### src/tcp_regs.svh
`ifndef TCP_REGS_SVH
`define TCP_REGS_SVH

// Register indices; byte address is four times the index
`define TCP_IDX_SELECT    7'h00
`define TCP_IDX_COUNTER   7'h04
`define TCP_IDX_CTRL1     7'h06
`define TCP_IDX_EDGE      7'h0A
`define TCP_IDX_CIE       7'h0C
`define TCP_IDX_CTRL2     7'h0D
`define TCP_IDX_FLG1      7'h0E
`define TCP_IDX_FLG2      7'h0F
`define TCP_IDX_ACC       7'h20
// Channel value registers sit at base + 2 * channel
`define TCP_CHAN_HI       3'h1

// Field positions
`define TCP_BIT_TEN       7
`define TCP_BIT_FAST      4
`define TCP_BIT_TOI       7
`define TCP_BIT_COUNTER_RESET_ENABLE      3
`define TCP_PR_MSB        2
`define TCP_BIT_OVF       7
`define TCP_BIT_ACCUMULATOR_ENABLE_BIT      6
`define TCP_CH_MOD        7

// Values
`define TCP_CNT_ZERO      16'h0000
`define TCP_CNT_MAX       16'hFFFF
`define TCP_VAL_RST       16'h0000
`define TCP_REG8_RST      8'h00
`define TCP_REG16_RST     16'h0000
`define TCP_PR_RST        3'h0
`define TCP_RESP_OKAY     2'b00
`define TCP_RESP_SLVERR   2'b10

`endif

### src/tcp_pkg.sv
package tcp_pkg;
  // Capture edge selection, in field encoding order
  typedef enum logic [1:0] {edge_off, edge_rise, edge_fall, edge_both} tcp_edge_t;
  typedef logic [15:0] tcp_count_t;
endpackage

### src/tcp_prescaler.sv
`timescale 1ns/1ps
`include "tcp_regs.svh"
module tcp_prescaler
  import tcp_pkg::*;
#(
  parameter int STAGES = 7
)(
  // Clock and reset
  input  wire logic              sys_clk_i,
  input  wire logic              rst_i,
  // Control
  input  wire logic              run_i,
  input  wire logic              restart_i,
  input  wire logic [2:0]        sel_i,
  // Tick out
  output logic                   tick_o
);
  if (STAGES != 7) $error("prescaler needs seven stages for codes 0..7");

  logic [STAGES-1:0] ps_q;
  logic [2:0]        sel_act_q;
  logic [STAGES-1:0] mask;

  // Divisor is two to the active select
  assign mask   = STAGES'((8'h01 << sel_act_q) - 8'h01);
  assign tick_o = run_i && ((ps_q & mask) == mask);

  // Stage counter, restarted on a modulus reset
  always_ff @(posedge sys_clk_i or posedge rst_i)
    if (rst_i)
      ps_q <= '0;
    else if (restart_i || !run_i)
      ps_q <= '0;
    else
      ps_q <= ps_q + STAGES'(1);

  // New factor only at a point where all stages are zero
  always_ff @(posedge sys_clk_i or posedge rst_i)
    if (rst_i)
      sel_act_q <= `TCP_PR_RST;
    else if (ps_q == '0)
      sel_act_q <= sel_i;

  property p_sel_sync;
    @(posedge sys_clk_i) disable iff (rst_i)
    $changed(sel_act_q) |-> $past(ps_q) == '0;
  endproperty
  a_sel_sync: assert property (p_sel_sync) else $error("prescale changed off sync point");

  property p_div128;
    @(posedge sys_clk_i) disable iff (rst_i)
    (tick_o && sel_act_q == 3'h7 && run_i && !restart_i) |=> !tick_o;
  endproperty
  a_div128: assert property (p_div128) else $error("divide by 128 ticked twice");
endmodule

### src/tcp_edge_detect.sv
`timescale 1ns/1ps
module tcp_edge_detect
  import tcp_pkg::*;
#(
  parameter int CH = 8
)(
  // Clock and reset
  input  wire logic              sys_clk_i,
  input  wire logic              rst_i,
  // Pins and configuration
  input  wire logic [CH-1:0]     pin_i,
  input  wire logic [2*CH-1:0]   edge_sel_i,
  // Per channel edge events
  output logic [CH-1:0]          edge_o
);
  if (CH < 1) $error("edge detector needs at least one channel");

  logic [CH-1:0] prev_q;

  function automatic logic edge_hit(input tcp_edge_t mode, input logic rise, input logic fall);
    edge_hit = ((mode == edge_rise) && rise) || ((mode == edge_fall) && fall)
            || ((mode == edge_both) && (rise || fall));
  endfunction

  // Pins are synchronous already; one stage of history suffices
  always_ff @(posedge sys_clk_i or posedge rst_i)
    if (rst_i)
      prev_q <= '0;
    else
      prev_q <= pin_i;

  // Decode each channel's two-bit edge control
  always_comb
  begin
    for (int i = 0; i < CH; i++)
      edge_o[i] = edge_hit(tcp_edge_t'(edge_sel_i[2*i +: 2]),
                           pin_i[i] && !prev_q[i], !pin_i[i] && prev_q[i]);
  end
endmodule

### src/tcp_timer_core.sv
// Overview of operation
// - Overflow flag and enable raise overflow request
// - Counter reset enable: channel 7 compare restarts counter
// - Reset enabled, channel 7 zero: counter holds zero
// - Reset enabled, channel 7 max: no overflow flag
// - Modulus period is compare times divisor plus one
// - Prescale field divides bus clock by powers two
// - New prescale applies when all stages zero
// - Capture or compare event sets channel flag
// - Write one clears flag when timer/accumulator enabled
// - Writing zero leaves channel flag unchanged
// - Fast clear: capture read, compare write clear flag
// - Fast clear: counter access clears overflow flag
// - Counter wrap from max to zero sets overflow
// - Write one bit 7 clears overflow when enabled
// - Capture edge latches counter into value register
// - Value writes ignored in capture, accepted compare
// - Value registers reset to zero
// - Channel flag requests interrupt only when enabled
// - Two-bit edge control selects capture edges
`timescale 1ns/1ps
`include "tcp_regs.svh"
module tcp_timer_core
  import tcp_pkg::*;
#(
  parameter int CH     = 8,
  parameter int ADDR_W = 9
)(
  // Clock and reset
  input  wire logic              sys_clk_i,
  input  wire logic              rst_i,
  // AXI4-Lite write address and data
  input  wire logic [ADDR_W-1:0] s_axi_awaddr_i,
  input  wire logic              s_axi_awvalid_i,
  output logic                   s_axi_awready_o,
  input  wire logic [31:0]       s_axi_wdata_i,
  input  wire logic [3:0]        s_axi_wstrb_i,
  input  wire logic              s_axi_wvalid_i,
  output logic                   s_axi_wready_o,
  // AXI4-Lite write response
  output logic [1:0]             s_axi_bresp_o,
  output logic                   s_axi_bvalid_o,
  input  wire logic              s_axi_bready_i,
  // AXI4-Lite read
  input  wire logic [ADDR_W-1:0] s_axi_araddr_i,
  input  wire logic              s_axi_arvalid_i,
  output logic                   s_axi_arready_o,
  output logic [31:0]            s_axi_rdata_o,
  output logic [1:0]             s_axi_rresp_o,
  output logic                   s_axi_rvalid_o,
  input  wire logic              s_axi_rready_i,
  // Capture pins
  input  wire logic [CH-1:0]     capture_pin_i,
  // Requests and events
  output logic                   overflow_irq_o,
  output logic [CH-1:0]          channel_irq_o,
  output logic [CH-1:0]          compare_event_o
);
  if (CH != 8) $error("timer core serves exactly eight channels");
  if (ADDR_W < 9) $error("address must reach index 0x20");

  // Software visible state
  logic [7:0]   select_q, cie_q, flg1_q;
  logic [15:0]  edge_q;
  logic         ten_q, fast_q, accumulator_enable_bit_q, toi_q, counter_reset_enable_q, ovf_q;
  logic [2:0]   pr_q;
  tcp_count_t   cnt_q;
  tcp_count_t   val_q [CH];
  logic         cnt_new_q;
  // Bus slave state
  logic              aw_have_q, w_have_q, bvalid_q, rvalid_q;
  logic [ADDR_W-1:0] awaddr_q;
  logic [31:0]       wdata_q, rdata_q, rd_data;
  logic [3:0]        wstrb_q;
  logic [1:0]        bresp_q, rresp_q;
  logic              rd_ok;
  // Internal events
  logic              wr_fire, rd_fire, tick, mod_reset, ovf_set, ovf_clr, clr_en;
  logic [6:0]        w_idx, r_idx;
  logic [CH-1:0]     edge_evt, cmp_hit, flg_set, flg_clr;

  function automatic logic is_chan(input logic [6:0] idx);
    is_chan = (idx[6:4] == `TCP_CHAN_HI) && !idx[0];
  endfunction

  function automatic logic [2:0] chan_of(input logic [6:0] idx);
    chan_of = idx[3:1];
  endfunction

  function automatic logic is_mapped(input logic [6:0] idx);
    is_mapped = is_chan(idx) || idx == `TCP_IDX_SELECT || idx == `TCP_IDX_COUNTER
             || idx == `TCP_IDX_CTRL1 || idx == `TCP_IDX_EDGE || idx == `TCP_IDX_CIE
             || idx == `TCP_IDX_CTRL2 || idx == `TCP_IDX_FLG1 || idx == `TCP_IDX_FLG2
             || idx == `TCP_IDX_ACC;
  endfunction

  // Byte lane merge for 16-bit registers
  function automatic logic [15:0] merge16(input logic [15:0] old, input logic [31:0] d,
                                          input logic [3:0] s);
    merge16 = {s[1] ? d[15:8] : old[15:8], s[0] ? d[7:0] : old[7:0]};
  endfunction

  assign w_idx   = awaddr_q[8:2];
  assign r_idx   = s_axi_araddr_i[8:2];
  assign wr_fire = aw_have_q && w_have_q && !bvalid_q;
  assign rd_fire = s_axi_arvalid_i && s_axi_arready_o;
  assign clr_en  = ten_q || accumulator_enable_bit_q;

  // Handshakes; address and data are taken in either order
  assign s_axi_awready_o = !aw_have_q && !bvalid_q;
  assign s_axi_wready_o  = !w_have_q && !bvalid_q;
  assign s_axi_arready_o = !rvalid_q;
  assign s_axi_bvalid_o  = bvalid_q;
  assign s_axi_bresp_o   = bresp_q;
  assign s_axi_rvalid_o  = rvalid_q;
  assign s_axi_rdata_o   = rdata_q;
  assign s_axi_rresp_o   = rresp_q;

  // Write channel capture and response
  always_ff @(posedge sys_clk_i or posedge rst_i)
    if (rst_i)
    begin
      aw_have_q <= 1'b0;
      w_have_q  <= 1'b0;
      bvalid_q  <= 1'b0;
      bresp_q   <= `TCP_RESP_OKAY;
      awaddr_q  <= '0;
      wdata_q   <= '0;
      wstrb_q   <= '0;
    end
    else
    begin
      if (s_axi_awvalid_i && s_axi_awready_o)
      begin
        aw_have_q <= 1'b1;
        awaddr_q  <= s_axi_awaddr_i;
      end
      if (s_axi_wvalid_i && s_axi_wready_o)
      begin
        w_have_q <= 1'b1;
        wdata_q  <= s_axi_wdata_i;
        wstrb_q  <= s_axi_wstrb_i;
      end
      if (wr_fire)
      begin
        aw_have_q <= 1'b0;
        w_have_q  <= 1'b0;
        bvalid_q  <= 1'b1;
        bresp_q   <= is_mapped(w_idx) ? `TCP_RESP_OKAY : `TCP_RESP_SLVERR;
      end
      else if (bvalid_q && s_axi_bready_i)
        bvalid_q <= 1'b0;
    end

  // Read mux; unmapped reads return zero with an error
  always_comb
  begin
    rd_data = '0;
    rd_ok   = 1'b1;
    if (is_chan(r_idx))
      rd_data = {16'h0000, val_q[chan_of(r_idx)]};
    else
      case (r_idx)
        `TCP_IDX_SELECT:  rd_data[7:0] = select_q;
        `TCP_IDX_COUNTER: rd_data[15:0] = cnt_q;
        `TCP_IDX_CTRL1:   rd_data[7:0] = {ten_q, 2'b00, fast_q, 4'h0};
        `TCP_IDX_EDGE:    rd_data[15:0] = edge_q;
        `TCP_IDX_CIE:     rd_data[7:0] = cie_q;
        `TCP_IDX_CTRL2:   rd_data[7:0] = {toi_q, 3'b000, counter_reset_enable_q, pr_q};
        `TCP_IDX_FLG1:    rd_data[7:0] = flg1_q;
        `TCP_IDX_FLG2:    rd_data[7:0] = {ovf_q, 7'h00};
        `TCP_IDX_ACC:     rd_data[7:0] = {1'b0, accumulator_enable_bit_q, 6'h00};
        default:          rd_ok = 1'b0;
      endcase
  end

  // Read response register
  always_ff @(posedge sys_clk_i or posedge rst_i)
    if (rst_i)
    begin
      rvalid_q <= 1'b0;
      rdata_q  <= '0;
      rresp_q  <= `TCP_RESP_OKAY;
    end
    else if (rd_fire)
    begin
      rvalid_q <= 1'b1;
      rdata_q  <= rd_data;
      rresp_q  <= rd_ok ? `TCP_RESP_OKAY : `TCP_RESP_SLVERR;
    end
    else if (rvalid_q && s_axi_rready_i)
      rvalid_q <= 1'b0;

  // Control registers written from the low byte lane; the edge register takes both low lanes
  always_ff @(posedge sys_clk_i or posedge rst_i)
    if (rst_i)
    begin
      select_q <= `TCP_REG8_RST;
      cie_q    <= `TCP_REG8_RST;
      edge_q   <= `TCP_REG16_RST;
      ten_q    <= 1'b0;
      fast_q   <= 1'b0;
      accumulator_enable_bit_q   <= 1'b0;
      toi_q    <= 1'b0;
      counter_reset_enable_q   <= 1'b0;
      pr_q     <= `TCP_PR_RST;
    end
    else if (wr_fire)
    begin
      if (w_idx == `TCP_IDX_EDGE)
        edge_q <= merge16(edge_q, wdata_q, wstrb_q);
      if (wstrb_q[0])
        case (w_idx)
          `TCP_IDX_SELECT: select_q <= wdata_q[7:0];
          `TCP_IDX_CIE:    cie_q <= wdata_q[7:0];
          `TCP_IDX_CTRL1:
          begin
            ten_q  <= wdata_q[`TCP_BIT_TEN];
            fast_q <= wdata_q[`TCP_BIT_FAST];
          end
          `TCP_IDX_CTRL2:
          begin
            toi_q  <= wdata_q[`TCP_BIT_TOI];
            counter_reset_enable_q <= wdata_q[`TCP_BIT_COUNTER_RESET_ENABLE];
            pr_q   <= wdata_q[`TCP_PR_MSB:0];
          end
          `TCP_IDX_ACC:    accumulator_enable_bit_q <= wdata_q[`TCP_BIT_ACCUMULATOR_ENABLE_BIT];
          default:         ;
        endcase
    end

  // Prescaler restarts with the counter so a modulus period is exact
  tcp_prescaler #(.STAGES(7)) u_prescaler (
    .sys_clk_i (sys_clk_i),
    .rst_i     (rst_i),
    .run_i     (ten_q),
    .restart_i (mod_reset),
    .sel_i     (pr_q),
    .tick_o    (tick)
  );

  tcp_edge_detect #(.CH(CH)) u_edge (
    .sys_clk_i  (sys_clk_i),
    .rst_i      (rst_i),
    .pin_i      (capture_pin_i),
    .edge_sel_i (edge_q),
    .edge_o     (edge_evt)
  );

  // Compare fires once per fresh counter value, not while it idles
  always_comb
  begin
    for (int i = 0; i < CH; i++)
      cmp_hit[i] = ten_q && cnt_new_q && select_q[i] && (cnt_q == val_q[i]);
  end

  // A stale match at a tick restarts too, so a counter parked on the
  // compare value (zero included) cannot slip past it into a full wrap
  assign mod_reset = counter_reset_enable_q && (cmp_hit[`TCP_CH_MOD]
                     || (select_q[`TCP_CH_MOD] && tick
                         && cnt_q == val_q[`TCP_CH_MOD]));
  // A modulus reset bypasses the increment, so a max compare never wraps
  assign ovf_set   = tick && !mod_reset && (cnt_q == `TCP_CNT_MAX);

  // Free-running counter; reset wins over the tick
  always_ff @(posedge sys_clk_i or posedge rst_i)
    if (rst_i)
    begin
      cnt_q     <= `TCP_CNT_ZERO;
      cnt_new_q <= 1'b0;
    end
    else
    begin
      cnt_new_q <= mod_reset || tick;
      if (mod_reset)
        cnt_q <= `TCP_CNT_ZERO;
      else if (tick)
        cnt_q <= cnt_q + 16'h0001;
    end

  // Flag set and clear terms; set wins over clear
  always_comb
  begin
    for (int i = 0; i < CH; i++)
    begin
      flg_set[i] = (select_q[i] ? cmp_hit[i] : (ten_q && edge_evt[i]));
      flg_clr[i] = (wr_fire && w_idx == `TCP_IDX_FLG1 && wstrb_q[0] && clr_en
                    && wdata_q[i])
                || (fast_q && rd_fire && is_chan(r_idx) && chan_of(r_idx) == 3'(i)
                    && !select_q[i])
                || (fast_q && wr_fire && is_chan(w_idx) && chan_of(w_idx) == 3'(i)
                    && select_q[i]);
    end
  end

  assign ovf_clr = (wr_fire && w_idx == `TCP_IDX_FLG2 && wstrb_q[0] && clr_en
                    && wdata_q[`TCP_BIT_OVF])
                || (fast_q && ((rd_fire && r_idx == `TCP_IDX_COUNTER)
                    || (wr_fire && w_idx == `TCP_IDX_COUNTER)));

  // Channel flags
  always_ff @(posedge sys_clk_i or posedge rst_i)
    if (rst_i)
      flg1_q <= `TCP_REG8_RST;
    else
      flg1_q <= (flg1_q & ~flg_clr) | flg_set;

  // Overflow flag
  always_ff @(posedge sys_clk_i or posedge rst_i)
    if (rst_i)
      ovf_q <= 1'b0;
    else if (ovf_set)
      ovf_q <= 1'b1;
    else if (ovf_clr)
      ovf_q <= 1'b0;

  // Value registers: capture latches, compare mode takes writes
  always_ff @(posedge sys_clk_i or posedge rst_i)
    if (rst_i)
    begin
      for (int i = 0; i < CH; i++)
        val_q[i] <= `TCP_VAL_RST;
    end
    else
    begin
      for (int i = 0; i < CH; i++)
        if (!select_q[i] && ten_q && edge_evt[i])
          val_q[i] <= cnt_q;
        else if (select_q[i] && wr_fire && is_chan(w_idx) && chan_of(w_idx) == 3'(i))
          val_q[i] <= merge16(val_q[i], wdata_q, wstrb_q);
    end

  // Compare events registered for output
  always_ff @(posedge sys_clk_i or posedge rst_i)
    if (rst_i)
      compare_event_o <= '0;
    else
      compare_event_o <= cmp_hit;

  // Requests are levels straight from flags and enables
  assign overflow_irq_o = ovf_q && toi_q;
  assign channel_irq_o  = flg1_q & cie_q;

  property p_ovf_irq;
    @(posedge sys_clk_i) disable iff (rst_i)
    ovf_set && toi_q |=> overflow_irq_o;
  endproperty
  a_ovf_irq: assert property (p_ovf_irq) else $error("overflow request missing");

  property p_mod_reset;
    @(posedge sys_clk_i) disable iff (rst_i)
    counter_reset_enable_q && cmp_hit[7] |=> cnt_q == 16'h0000 ##1 (cnt_q == 16'h0000 || !ten_q || tick);
  endproperty
  a_mod_reset: assert property (p_mod_reset) else $error("modulus reset missed");

  property p_hold_zero;
    @(posedge sys_clk_i) disable iff (rst_i)
    (counter_reset_enable_q && ten_q && select_q[7] && val_q[7] == 16'h0000 && cnt_q == 16'h0000 && cnt_new_q)
      |=> cnt_q == 16'h0000;
  endproperty
  a_hold_zero: assert property (p_hold_zero) else $error("counter left zero");

  property p_no_ovf_max;
    @(posedge sys_clk_i) disable iff (rst_i)
    (counter_reset_enable_q && ten_q && select_q[7] && val_q[7] == 16'hFFFF && cnt_q == 16'hFFFF)
      |-> !ovf_set;
  endproperty
  a_no_ovf_max: assert property (p_no_ovf_max) else $error("overflow set at max compare");

  property p_increment;
    @(posedge sys_clk_i) disable iff (rst_i)
    tick && !mod_reset |=> cnt_q == 16'($past(cnt_q) + 16'h0001);
  endproperty
  a_increment: assert property (p_increment) else $error("counter did not step");

  property p_flag_set;
    @(posedge sys_clk_i) disable iff (rst_i)
    |flg_set |=> (flg1_q & $past(flg_set)) == $past(flg_set);
  endproperty
  a_flag_set: assert property (p_flag_set) else $error("channel flag not set");

  property p_w1c;
    @(posedge sys_clk_i) disable iff (rst_i)
    (wr_fire && w_idx == `TCP_IDX_FLG1 && wstrb_q[0] && clr_en && flg_set == 8'h00)
      |=> (flg1_q & $past(wdata_q[7:0])) == 8'h00;
  endproperty
  a_w1c: assert property (p_w1c) else $error("write one did not clear");

  property p_w0_keep;
    @(posedge sys_clk_i) disable iff (rst_i)
    (wr_fire && w_idx == `TCP_IDX_FLG1 && !fast_q)
      |=> ($past(flg1_q) & ~$past(wdata_q[7:0]) & ~flg1_q) == 8'h00;
  endproperty
  a_w0_keep: assert property (p_w0_keep) else $error("write zero changed a flag");

  property p_fast_ovf;
    @(posedge sys_clk_i) disable iff (rst_i)
    (fast_q && rd_fire && r_idx == `TCP_IDX_COUNTER && !ovf_set) |=> !ovf_q;
  endproperty
  a_fast_ovf: assert property (p_fast_ovf) else $error("counter read kept overflow");

  property p_capture;
    @(posedge sys_clk_i) disable iff (rst_i)
    (!select_q[0] && ten_q && edge_evt[0]) |=> val_q[0] == $past(cnt_q);
  endproperty
  a_capture: assert property (p_capture) else $error("capture not latched");

  property p_bhold;
    @(posedge sys_clk_i) disable iff (rst_i)
    bvalid_q && !s_axi_bready_i |=> bvalid_q;
  endproperty
  a_bhold: assert property (p_bhold) else $error("write response dropped");

  c_mod_reset: cover property (@(posedge sys_clk_i) disable iff (rst_i) mod_reset);
  c_overflow: cover property (@(posedge sys_clk_i) disable iff (rst_i) ovf_set);
  c_capture: cover property (@(posedge sys_clk_i) disable iff (rst_i) |(edge_evt & ~select_q));
  c_fast_clr: cover property (@(posedge sys_clk_i) disable iff (rst_i) fast_q && |flg_clr);
endmodule

### config.mk
export PLATFORM = sky130hd
export DESIGN_NAME = tcp_timer_core
export DESIGN_NICKNAME = d
export VERILOG_FILES = /design/src/tcp_pkg.sv /design/src/tcp_prescaler.sv /design/src/tcp_edge_detect.sv /design/src/tcp_timer_core.sv
export VERILOG_INCLUDE_DIRS = /design/src /design/src/src
export SDC_FILE = /design/constraint.sdc
export NUM_CORES = 1
export LEC_CHECK = 0
export BUFFER_PORTS_ARGS = -buffer_cell sky130_fd_sc_hd__buf_2
export CAP_MARGIN = 10
export CORE_UTILIZATION = 55
export DETAILED_ROUTE_END_ITERATION = 6
export GPL_TIMING_DRIVEN = 0
export PLACE_DENSITY = 0.74
export SLEW_MARGIN = 20
export SYNTH_ARGS = -nofsm -noshare
export SYNTH_HDL_FRONTEND = slang
export SYNTH_SLANG_ARGS = --single-unit
### constraint.sdc
create_clock -name sys_clk_i -period 18.99 [get_ports sys_clk_i]
set_input_delay 2.8485 -clock sys_clk_i [delete_from_list [all_inputs] [get_ports sys_clk_i]]
set_output_delay 2.8485 -clock sys_clk_i [all_outputs]
set_load 0.005 [all_outputs]
==> run summary <==
Top_reg_cell synth -> dfrtp_1
CP dominant cell by count -> buf_2
GPL Wtd Cong -> 1.001
RSZ-0062 raised after global routing -> no
Critical path, cell by cell -> buf_2 > buf_2 > nand2_1 > nor3_1 > buf_2 > a221oi_1 > a211oi_1 > a21o_1
Post-layout nets -> 1724
Register area -> 6681 µm²
Initial Util -> 56.41%
Total of warnings raised by yosys -> 0
DRT antenna net count -> 0
Filler Cells Inserted -> 2308
Sum Neg Setup Slack -> 0 ps
Maximum VDD drop -> 0.0001019 V
Mapped Avg Cell Area -> 10.56 µm²
Final setup fails -> 0
Clock Latency Late Sink -> 580 ps
Via count -> 12857
Slowest-stage cell, CP -> nor3_1
Status -> finished, final reports clean
Vias in the first global route -> 12362
Cell Area, Synth -> 15840 µm²
Pwr dens -> 102.3 nW/µm²
Hold Startpoint -> s_axi_rdata_o[14]$_DFFE_PP0P_
DP Wirelength -> 40070 µm
Synthesized flop and latch total -> 267
Critical path class -> input pin to register
Fraction of layout cells with a size suffix above 1 -> 24.37%
DRC viols -> 0
Data arrival, critical path -> 5280 ps
CTS root buffer -> clkbuf_16
Final Hold Vio Count -> 0
Buf/Inv on CP -> 3
Total grt overflow -> 0
Clock sink count -> 267
IO Count -> 127
Crit path required time -> 19490 ps
Final Max Slew Viols -> 0
Seq/Total Area, Yosys -> 42.17%
Design area -> 17870 µm²
Worst-path clk slew -> 60 ps
Crit share post-route -> 25.13%
Routed length per instance -> 25.76 µm
Area of the multi-input gates -> 8448 µm²
Class of the tightest hold or removal check -> register to register
Critical Path Sink Type -> register
Pre-antenna DRT Iters -> 7
RR Startpoint -> ten_q$_DFFE_PP0P_
Global-route wire length before repair -> 78160 µm
Drt via density -> 6.312
Die area -> 29490 µm²
CP Max Fanout -> 10
Critical Path Source Type -> input pin
Post-CTS Resized -> 0
Largest net degree at the start of global routing -> 102
CTS tree -> done
Inst Count DP -> 1982
Slew margin rel. -> 25.44%
Max Clock Skew -> 16.22 ps
Placed cell area -> 16870 µm²
CTS Buffer Depth -> 3
Max_cap viols -> 0
Post-synth cell types -> 73
DRT iter0 DRCs -> 1587
Area grow syn2layout -> 12.79%
WL final -> 52480 µm
Leak -> 7.806 nW
Input/output buffers -> 85
Max Freq -> 209.5 MHz
EDFF count, synth -> 0
Final min period -> 4773 ps
# H-tree levels -> 1
CTS Hold Buffers Added -> 0
Gr usage total -> 36.57%
Kind of cell adding the most delay to the critical path -> simple AND/OR/NAND/NOR gates
Die H -> 171.7 µm
Mapped Cells -> 1500
Layout Cells excl Fill -> 2037
Worst path max stage delay -> 680 ps
Core Region -> 28090 µm²
Antenna violations before repair -> 1
Final core occ -> 63.62%
Asr flop ratio synth -> 100.0%
# Post-CTS Setup Buffers -> 0
Die Wd -> 171.7 µm
Worst-margin pin slew -> 1108 ps
Critical path startpoint -> s_axi_araddr_i[3]
CTS Buf Count -> 29
# rows -> 61
==> metal layers <==
layer	global-route usage (%)	wire [µm]
met1	50.45	21160
met2	55.55	23300
met3	8.076	5588
met4	15.22	2424
met5	0	0
==> stage by stage <==
stage,hold WS (ps),worst slack (ps),total power [mW]
5_1_grt,497.8,14090,1.895
6_report,473.4,14220,1.827
3_5_place_dp,463.7,13660,1.225
4_1_cts,477.4,14240,1.814
2_1_floorplan,435.5,8788,1.035
3_3_place_gp,454.8,5728,1.208
==> kinds of logic (layout without fill, tap and decap cells) <==
logic type,count (synthesis),after routing,share of synthesized area [%]
and+or+nand+nor,383,383,12.25
muxes,285,285,21.74
other,1,19,0.02367
AOI/OAI and AO/OA,232,232,9.311
DFF,267,267,42.17
xor gates and xnor gates,145,145,8.015
adders and majority gates,20,20,1.579
buffers and inverters,167,308,4.912
==> path summary, 6_finish.rpt <==
| path | to | cells past startpoint | slack, ps |
|---|---|---|---|
| worst min register to register | s_axi_rdata_o[14]$_DFFE_PP0P_ | 1 | 470 |
| min in group asynchronous | s_axi_rdata_o[14]$_DFFE_PP0P_ | 2 | 2370 |
| worst max-delay path | s_axi_rdata_o[8]$_DFFE_PP0P_ | 8 | 14220 |
| worst min-delay path | s_axi_rdata_o[14]$_DFFE_PP0P_ | 1 | 470 |
| worst max register to register | flg1_q[1]$_DFF_PP0_ | 6 | 15630 |
| max in group asynchronous | val_q[100]$_DFFE_PP0P_ | 3 | 15710 |
==> flip-flops by register name (all words and copies together) (netlist names), 2 cells and up <==
register and cells:
val_q 128, cnt_q 16, edge_q 16, s_axi_rdata_o 16
wdata_q 16, cie_q 8, compare_event_o 8, flg1_q 8
select_q 8, u_edge.prev_q 8, awaddr_q 7, u_prescaler.ps_q 7
pr_q 3, u_prescaler.sel_act_q 3, wstrb_q 2
==> cell usage after synthesis (11+ instances only) <==
cell | instances | area share, %
mux2i_1 | 109 | 6.9
xor2_1 | 32 | 1.8
buf_2 | 39 | 1.2
nand3_1 | 22 | 0.69
nor2_1 | 107 | 2.5
xnor2_1 | 113 | 6.2
ha_1 | 20 | 1.6
dfrtp_1 | 267 | 42
mux4_2 | 33 | 4.7
a221oi_1 | 11 | 0.61
a21oi_1 | 76 | 2.4
clkbuf_1 | 55 | 1.3
nor3_1 | 19 | 0.60
nand2_1 | 104 | 2.5
buf_1 | 14 | 0.33
mux2_2 | 143 | 10
nor4_1 | 27 | 1.1
nand4_1 | 35 | 1.4
and2_1 | 14 | 0.55
inv_1 | 34 | 0.81
o21ai_0 | 69 | 2.2
buf_4 | 19 | 0.90
==> layout by cell type, fill, tap and decap left out, types with 10 or more instances in the layout <==
| cell | netlist | layout |
|---|---|---|
| nor2_1 | 107 | 107 |
| mux4_2 | 33 | 33 |
| xnor2_1 | 113 | 113 |
| nor3_1 | 19 | 19 |
| inv_1 | 34 | 33 |
| a21oi_1 | 76 | 76 |
| conb_1 | 1 | 18 |
| a221oi_1 | 11 | 11 |
| buf_1 | 14 | 14 |
| nand2_1 | 104 | 104 |
| dfrtp_1 | 267 | 267 |
| nand4_1 | 35 | 35 |
| and2_1 | 14 | 14 |
| nor3b_1 | 10 | 10 |
| clkbuf_16 | 0 | 29 |
| xor2_1 | 32 | 32 |
| nor4_1 | 27 | 27 |
| mux2i_1 | 109 | 109 |
| ha_1 | 20 | 20 |
| clkbuf_1 | 55 | 57 |
| nand3_1 | 22 | 22 |
| buf_2 | 39 | 124 |
| o21ai_0 | 69 | 69 |
| buf_4 | 19 | 19 |
| clkinv_2 | 0 | 10 |
| mux2_2 | 143 | 143 |
==> cell type report <==
class	instances	area share [%]
clock inverters	17	1.022
multi-input cells	1083	47.28
repair buffers	87	2.689
diodes	1	0.01400
plain buffers	132	3.620
clock buffers	37	4.565
inverters	35	0.7772
flip-flops and latches	267	37.39
well taps	378	2.647
==> power by group <==
| group | total (mW) | switching [mW] | leakage, nW | internal [mW] |
|---|---|---|---|---|
| logic | 0.492 | 0.293 | 3.70 | 0.199 |
| registers | 0.741 | 0.102 | 3.61 | 0.639 |
| clock network | 0.595 | 0.249 | 0.495 | 0.345 |
==> worst reg2reg max path: stages, from the launching register on <==
cell and delay [ps]:
dfrtp_1 450, clkbuf_1 660, and2_1 230, clkbuf_1 560, nand4_1 260, nor4_1 930
a311o_1 210
Power figures use the tool's default switching activity.
